--- src/hw/cet_cfg.svh ---
// Purpose: Constants of the execution state timing block
// Assumes: One CPU clock, figures counted in states
// Notes:   Included by its bare name; definitions only
`ifndef CET_CFG_SVH
`define CET_CFG_SVH

// ----------------------------------------------------------------------
// Clock
// ----------------------------------------------------------------------
`define CET_CLK_PERIOD_NS   100

// ----------------------------------------------------------------------
// States per cycle, on-chip memory and internal operation
// ----------------------------------------------------------------------
`define CET_MEM_FETCH_ST    2'h2
`define CET_MEM_BRANCH_ST   2'h2
`define CET_MEM_STACK_ST    2'h2
`define CET_MEM_BYTE_ST     2'h2
`define CET_MEM_WORD_ST     2'h2
`define CET_INTERNAL_ST     2'h1

// ----------------------------------------------------------------------
// States per byte cycle, on-chip peripheral module
// ----------------------------------------------------------------------
`define CET_PERI_FAST_ST    2'h2
`define CET_PERI_SLOW_ST    2'h3

// ----------------------------------------------------------------------
// Field widths
// ----------------------------------------------------------------------
`define CET_CNT_W           2
`define CET_TOTAL_W         6

`endif

--- src/hw/cet_pkg.sv ---
// Purpose: Types of the execution state timing block
// Assumes: Form codes are driven by the instruction decoder
// Notes:   Codes not listed here count as zero cycles
package cet_pkg;

    // ------------------------------------------------------------------
    // Instruction forms covered by the timing table
    // ------------------------------------------------------------------
    typedef enum logic [4:0] {
        FORM_ADD_B_IMM,
        FORM_ADD_B_REG,
        FORM_ADD_W_IMM,
        FORM_ADD_W_REG,
        FORM_ADD_L_IMM,
        FORM_ADD_L_REG,
        FORM_ADD_SMALL_CONSTANT,
        FORM_ADD_WITH_CARRY_IMM,
        FORM_ADD_WITH_CARRY_REG,
        FORM_AND_B_IMM,
        FORM_AND_B_REG,
        FORM_AND_W_IMM,
        FORM_AND_W_REG,
        FORM_AND_L_IMM,
        FORM_AND_L_REG,
        FORM_AND_INTO_FLAGS,
        FORM_BIT_AND_REG,
        FORM_BIT_AND_INDIRECT,
        FORM_BIT_AND_ABS8,
        FORM_BRANCH_D8
    } cet_form_e;

endpackage

--- src/hw/cet_term.sv ---
// Purpose: One weighted term, cycle count times states per cycle
// Assumes: Inputs stable within the cycle
// Notes:   Purely combinational, six copies in the timing block
`timescale 1ns/1ps

module cet_term #(
    parameter int CNT_W  = 2,
    parameter int COST_W = 2
) (
    input  wire logic [CNT_W-1:0]        count,
    input  wire logic [COST_W-1:0]       cost,
    output logic [CNT_W+COST_W-1:0]      product
);

    // ------------------------------------------------------------------
    // Product at full width, so no bits are lost
    // ------------------------------------------------------------------
    always_comb
    begin
        product = {{COST_W{1'b0}}, count} * {{CNT_W{1'b0}}, cost};
    end

endmodule

--- src/hw/cet_timing.sv ---
// Purpose: States taken by each instruction, and a busy window that long
// Assumes: Form code and access location come from same-clock logic
// Notes:   One instruction at a time; start is ignored while busy
// What this block does
// [RQ1] Total is sum of count times cost
// [RQ2] Memory fetch and byte access: 2 states
// [RQ3] Memory branch read and stack: 2 states
// [RQ4] Peripheral byte access: 2 or 3 states
// [RQ5] Simple register and 8-bit forms: one fetch
// [RQ6] Word immediate add or AND: two fetches
// [RQ7] Long immediate add or AND: three fetches
// [RQ8] Long register AND two fetches, add one
// [RQ9] Bit-AND register one fetch, memory 2+1
// [RQ10] 8-bit branches: two fetches, no internal
// [RQ11] Unlisted cycle types count as zero
`timescale 1ns/1ps
`include "cet_cfg.svh"

module cet_timing (
    input  wire logic                    sys_clk,
    input  wire logic                    sys_rst,
    input  wire logic                    start,
    input  wire logic [4:0]              form_code,
    input  wire logic                    byte_periph,
    input  wire logic                    periph_slow,
    output logic                         busy,
    output logic                         done,
    output logic [`CET_CNT_W-1:0]        fetch_cycles,
    output logic [`CET_CNT_W-1:0]        branch_read_cycles,
    output logic [`CET_CNT_W-1:0]        stack_cycles,
    output logic [`CET_CNT_W-1:0]        byte_cycles,
    output logic [`CET_CNT_W-1:0]        word_cycles,
    output logic [`CET_CNT_W-1:0]        internal_cycles,
    output logic [`CET_TOTAL_W-1:0]      total_states
);

    // ------------------------------------------------------------------
    // Declarations
    // ------------------------------------------------------------------
    logic [`CET_CNT_W-1:0]   cnt_d [6];      // Decoded counts, I..N
    logic [1:0]              cost  [6];      // States per cycle, I..N
    logic [3:0]              term  [6];      // Weighted terms
    logic [`CET_TOTAL_W-1:0] total_d;        // Sum of the terms
    logic [`CET_CNT_W-1:0]   cnt_q [6];      // Latched counts
    logic [`CET_TOTAL_W-1:0] total_q;        // Latched total
    logic [`CET_TOTAL_W-1:0] rem_q;          // States still to run
    logic                    done_q;         // End-of-instruction pulse
    logic                    accept;         // Start taken this edge

    assign busy   = (rem_q != '0);
    assign accept = start && !busy;

    // ------------------------------------------------------------------
    // Cycle counts per form; anything unlisted stays zero
    // ------------------------------------------------------------------
    always_comb
    begin
        cnt_d = '{default: '0};                              // RQ11
        case (form_code)
            cet_pkg::FORM_ADD_W_IMM,
            cet_pkg::FORM_AND_W_IMM:
            begin
                cnt_d[0] = 2'h2;                             // RQ6
            end
            cet_pkg::FORM_ADD_L_IMM,
            cet_pkg::FORM_AND_L_IMM:
            begin
                cnt_d[0] = 2'h3;                             // RQ7
            end
            cet_pkg::FORM_AND_L_REG:
            begin
                // Long AND needs an extra prefix word
                cnt_d[0] = 2'h2;                             // RQ8
            end
            cet_pkg::FORM_BIT_AND_INDIRECT,
            cet_pkg::FORM_BIT_AND_ABS8:
            begin
                cnt_d[0] = 2'h2;                             // RQ9
                cnt_d[3] = 2'h1;                             // RQ9
            end
            cet_pkg::FORM_BRANCH_D8:
            begin
                // Taken or not, same cost
                cnt_d[0] = 2'h2;                             // RQ10
            end
            cet_pkg::FORM_ADD_B_IMM,
            cet_pkg::FORM_ADD_B_REG,
            cet_pkg::FORM_ADD_W_REG,
            cet_pkg::FORM_ADD_L_REG,
            cet_pkg::FORM_ADD_SMALL_CONSTANT,
            cet_pkg::FORM_ADD_WITH_CARRY_IMM,
            cet_pkg::FORM_ADD_WITH_CARRY_REG,
            cet_pkg::FORM_AND_B_IMM,
            cet_pkg::FORM_AND_B_REG,
            cet_pkg::FORM_AND_W_REG,
            cet_pkg::FORM_AND_INTO_FLAGS,
            cet_pkg::FORM_BIT_AND_REG:
            begin
                cnt_d[0] = 2'h1;                             // RQ5
            end
            default:
            begin
                // Unknown code: zero cycles of every type
                cnt_d[0] = '0;                               // RQ11
            end
        endcase
    end

    // ------------------------------------------------------------------
    // States per cycle by type and access location
    // ------------------------------------------------------------------
    always_comb
    begin
        cost[0] = `CET_MEM_FETCH_ST;                         // RQ2
        cost[1] = `CET_MEM_BRANCH_ST;                        // RQ3
        cost[2] = `CET_MEM_STACK_ST;                         // RQ3
        cost[4] = `CET_MEM_WORD_ST;
        cost[5] = `CET_INTERNAL_ST;
        // Peripheral speed depends on the module addressed
        if (byte_periph)
        begin
            cost[3] = periph_slow ? `CET_PERI_SLOW_ST
                                  : `CET_PERI_FAST_ST;       // RQ4
        end
        else
        begin
            cost[3] = `CET_MEM_BYTE_ST;                      // RQ2
        end
    end

    // ------------------------------------------------------------------
    // Weighted terms, one multiplier per cycle type
    // ------------------------------------------------------------------
    for (genvar g = 0; g < 6; g++)
    begin : g_term
        cet_term #(
            .CNT_W  (`CET_CNT_W),
            .COST_W (2)
        ) u_term (
            .count   (cnt_d[g]),
            .cost    (cost[g]),
            .product (term[g])
        );
    end

    // ------------------------------------------------------------------
    // Sum of the six terms
    // ------------------------------------------------------------------
    always_comb
    begin
        total_d = '0;
        for (int i = 0; i < 6; i++)
        begin
            total_d = total_d + {2'h0, term[i]};             // RQ1
        end
    end

    // ------------------------------------------------------------------
    // Latched counts and total, held until the next start
    // ------------------------------------------------------------------
    always_ff @(posedge sys_clk or posedge sys_rst)
    begin
        if (sys_rst)
        begin
            cnt_q   <= '{default: '0};
            total_q <= '0;
        end
        else if (accept)
        begin
            cnt_q   <= cnt_d;
            total_q <= total_d;                              // RQ1
        end
    end

    // ------------------------------------------------------------------
    // State countdown; busy lasts exactly the total
    // ------------------------------------------------------------------
    always_ff @(posedge sys_clk or posedge sys_rst)
    begin
        if (sys_rst)
        begin
            rem_q <= '0;
        end
        else if (accept)
        begin
            rem_q <= total_d;                                // RQ1
        end
        else if (busy)
        begin
            rem_q <= rem_q - 6'h01;
        end
    end

    // ------------------------------------------------------------------
    // Done pulse after the last state; zero total ends at once
    // ------------------------------------------------------------------
    always_ff @(posedge sys_clk or posedge sys_rst)
    begin
        if (sys_rst)
        begin
            done_q <= 1'b0;
        end
        else
        begin
            done_q <= (accept && total_d == '0) ||
                      (!accept && rem_q == 6'h01);
        end
    end

    assign done               = done_q;
    assign fetch_cycles       = cnt_q[0];
    assign branch_read_cycles = cnt_q[1];
    assign stack_cycles       = cnt_q[2];
    assign byte_cycles        = cnt_q[3];
    assign word_cycles        = cnt_q[4];
    assign internal_cycles    = cnt_q[5];
    assign total_states       = total_q;

    // ------------------------------------------------------------------
    // Checks; the busy counter is helper logic only
    // ------------------------------------------------------------------
    logic [`CET_TOTAL_W-1:0] run_cnt_q;      // Busy cycles seen

    always_ff @(posedge sys_clk or posedge sys_rst)
    begin
        if (sys_rst)
        begin
            run_cnt_q <= '0;
        end
        else if (accept)
        begin
            run_cnt_q <= '0;
        end
        else if (busy)
        begin
            run_cnt_q <= run_cnt_q + 6'h01;
        end
    end
endmodule

--- config.mk ---
export PLATFORM = sky130hd
export DESIGN_NAME = cet_timing
export DESIGN_NICKNAME = d
export VERILOG_FILES = /design/src/hw/cet_pkg.sv /design/src/hw/cet_term.sv /design/src/hw/cet_timing.sv
export VERILOG_INCLUDE_DIRS = /design/src /design/src/hw
export SDC_FILE = /design/constraint.sdc
export NUM_CORES = 1
export LEC_CHECK = 0
export BUFFER_PORTS_ARGS = -buffer_cell sky130_fd_sc_hd__buf_2
export CAP_MARGIN = 15
export CELL_PAD_IN_SITES_DETAIL_PLACEMENT = 0
export CELL_PAD_IN_SITES_GLOBAL_PLACEMENT = 1
export CORE_MARGIN = 1
export CORE_UTILIZATION = 30
export DETAILED_ROUTE_END_ITERATION = 16
export GPL_TIMING_DRIVEN = 0
export PLACE_DENSITY_LB_ADDON = 0.1
export SYNTH_ARGS = -nofsm -noshare
export SYNTH_HDL_FRONTEND = slang
export SYNTH_SLANG_ARGS = --single-unit
--- constraint.sdc ---
create_clock -name sys_clk -period 1.35 [get_ports sys_clk]
set_input_delay 0.0675 -clock sys_clk [delete_from_list [all_inputs] [get_ports sys_clk]]
set_output_delay 0.0675 -clock sys_clk [all_outputs]
set_load 0.005 [all_outputs]
==> impl_metrics.tcl <==
set metrics [dict create \
    drt_iter0_drc 8 \
    relSlewSlack_pct 63.6 \
    drtAntennaViolNets 0 \
    path_clk_slew_ns 0.09 \
    fin_crit_sh_pct 104 \
    p_switching_mw 0.691 \
    fin_ws_ns -0.0546 \
    final_nets 156 \
    root_buffer "clkbuf_4" \
    cts.path.max_buffers 2 \
    yosysSeqAreaShare_pct 37.3 \
    synth.distinct_cells 32 \
    synth_cells 94 \
    ys.flop_type "dfrtp_1" \
    areaGrowthSynthToFinish_pct 46.3 \
    cp-end-kind "register" \
    num_vias 789 \
    drt_first_pass_iters 10 \
    fp.dieH_um 58.0 \
    hold_path_class "primary input to register" \
    synth_area_leaders "dfrtp_1 37%, buf_4 8.8%, ha_1 6.7%, mux2_1 6.0%, a21oi_1 3.2%" \
    grt_pass1_wl_mm 3.35 \
    r2r-start "rem_q[1]" \
    timing.hold.ws_ns 0.133 \
    skew_ns 0.00836 \
    grt_max_degree 15 \
    worstRegToRegCells 5 \
    worst_ep_required_time_ns 1.51 \
    design.core.area_sq_um 2850 \
    tns_ns -0.251 \
    cap_viol_max_count 0 \
    worst_pin_slew_ns 0.545 \
    grtUsageTotal_pct 13.1 \
    die_x_um 58.0 \
    finalHoldViolCount 0 \
    setup.worst_path.start_class "primary input" \
    hold_start "start" \
    synth-edff-count 0 \
    p_int_mw 1.31 \
    routed_wirelength_mm 1.99 \
    drv_slew 0 \
    die-area_sq_um 3360 \
    power_frac_clock_pct 15.0 \
    timing.final.crit_period_ns 1.40 \
    drc 1 \
    cts_tree "yes" \
    synth_area_sq_um 940 \
    port-buffer-count 17 \
    clock-sinks 14 \
    rrSetupSlack_ns -0.04 \
    insertion_delay_ns 0.28 \
    hold_path_end "rem_q[3]" \
    max_freq_mhz 712 \
    num_antenna_cells 0 \
    leakagePower_nw 0.712 \
    grt_overflow 0 \
    synth.largest_area_cell "dfrtp_1" \
    rsz0062_at_grt "yes" \
    nFillCells 286 \
    cts.htree.levels 1 \
    dp_hpwl_mm 1.43 \
    final_layout_size_suffix_gt1_share_pct 53.6 \
    ys_warn_count 0 \
    critPathKind "primary input to register" \
    total_power_mw 2.00 \
    reg2reg_to "fetch_cycles[1]" \
    antenna_found_initial 0 \
    synth.most_common_cell "dfrtp_1" \
    post-route-util_pct 48.2 \
    switching_share_pct 34.6 \
    cts_buffers 3 \
    post_drt_wl_per_cell_um 11.6 \
    netlist.area_leader.share_pct 37.3 \
    rows 19 \
    cp.arrival_ns 1.57 \
    synth_common_cells "14 x dfrtp_1, 11 x buf_4, 7 x nand2_1, 7 x nor2_1" \
    ir_drop_uv 819 \
    pwr-share-comb_pct 49.9 \
    ios 30 \
    synth_async_sr_flop_share_pct 100 \
    start_util_pct 32.9 \
    grt_pass1_vias 794 \
    status "finished with violations" \
    violations "design-rule violations, negative setup slack" \
    power_frac_seq_pct 35.2 \
    p_per_area_nw_per_um2 1450 \
    path_max_fanout 6 \
    holdPathStages 3 \
    vias_per_cell 4.61 \
    synth_seq_cells 14 \
    finalSetupViolCount 7 \
    syn_avg_cell_area_sq_um 10.0 \
    place.gp.congestion 0.699 \
]
==> registers in the layout, indices dropped and copies added (netlist names) <==
| name | cells |
|---|---|
| byte_cycles | 1 |
| done | 1 |
| fetch_cycles | 2 |
| rem_q | 6 |
| total_states | 4 |
==> timing repair <==
action | CTS | global route
hold buffers | 1 | 0
pin swaps | 3 | 8
resized for setup | 15 | 10
gates cloned | 1 | 0
endpoints found under the hold margin | 14 | 0
endpoints found under the setup margin | 13 | 12
buffers inserted | 8 | 5
==> cell usage in the layout (no fill, tap or decap), types with 2 or more instances in the layout <==
cell | Yosys | layout
a21oi_2 | 0 | 3
a21oi_1 | 6 | 3
nor2_4 | 0 | 2
inv_1 | 6 | 4
nor2_1 | 7 | 5
dfrtp_1 | 14 | 14
nand2_1 | 7 | 7
buf_6 | 1 | 2
inv_2 | 0 | 2
buf_4 | 11 | 24
buf_2 | 1 | 17
xnor2_1 | 2 | 2
nand4_1 | 2 | 2
nand2b_1 | 3 | 3
nand4b_1 | 2 | 2
ha_2 | 0 | 3
clkbuf_4 | 0 | 3
conb_1 | 1 | 11
mux2_4 | 0 | 6
nor3_1 | 2 | 2
==> worst max-delay path by stage <==
stage                       startpoint              end  slack (ns)  cells after the start
final                     form_code[2]  total_states[2]       -0.05                      7
after global routing          rem_q[1]  fetch_cycles[1]       -0.11                      5
after CTS                     rem_q[1]  fetch_cycles[0]       -0.03                      5
after detailed placement  form_code[3]  total_states[2]       -0.41                      7
after global placement    form_code[3]  total_states[2]       -0.39                      7
after floorplan           form_code[0]  total_states[2]       -0.19                      6
==> metal layers <==
layer / share of wire, % / track usage [%] / routed length [um]
met5: 0 / 0 / 0
met4: 0.65 / 3.06 / 13
met3: 5.9 / 4.24 / 118
met2: 51 / 23.6 / 1010
met1: 43 / 15.1 / 847
==> critical path, stage by stage <==
cell and delay (ns):
buf_2 0.13, or2_4 0.29, a211oi_4 0.27, ha_2 0.22
inv_1 0.04, ha_2 0.28, mux2_4 0.27
==> power by group through the flow <==
| stage | logic (mW) | clock network (mW) | registers (mW) |
|---|---|---|---|
| 2_1_floorplan | 0.474 | 0 | 0.690 |
| 3_3_place_gp | 0.653 | 0 | 0.698 |
| 3_5_place_dp | 0.658 | 0 | 0.705 |
| 4_1_cts | 0.895 | 0.313 | 0.705 |
| 5_1_grt | 1.10 | 0.331 | 0.724 |
| 6_report | 0.997 | 0.299 | 0.703 |
==> kinds of logic after synthesis <==
family,Yosys count,synth area share (%)
simple gates,31,20.1
fa+ha+maj,5,6.66
xor+xnor,3,2.80
flops,14,37.3
mux,8,9.45
compound gates,13,10.4
other cells,1,0.399
buf+inv,19,12.9
==> cell type report <==
type / count / area, sq um / area share (%)
flip-flops and latches: 14 / 350 / 25.5
plain buffers: 13 / 109 / 7.92
inverters: 6 / 22.5 / 1.64
multi-input cells: 71 / 614 / 44.7
repair buffers: 32 / 204 / 14.8
clock buffers: 4 / 36.3 / 2.64
well taps: 31 / 38.8 / 2.82
==> stage by stage <==
step / instances / setup slack [ns] / instance area, sq um
4_1_cts: 166 / -0.0254 / 1300
6_report: 171 / -0.0546 / 1380
5_1_grt: 171 / -0.114 / 1380
2_1_floorplan: 104 / -0.189 / 1000
3_5_place_dp: 152 / -0.406 / 1130
3_3_place_gp: 152 / -0.389 / 1130
(Power assumes the default switching activity.)
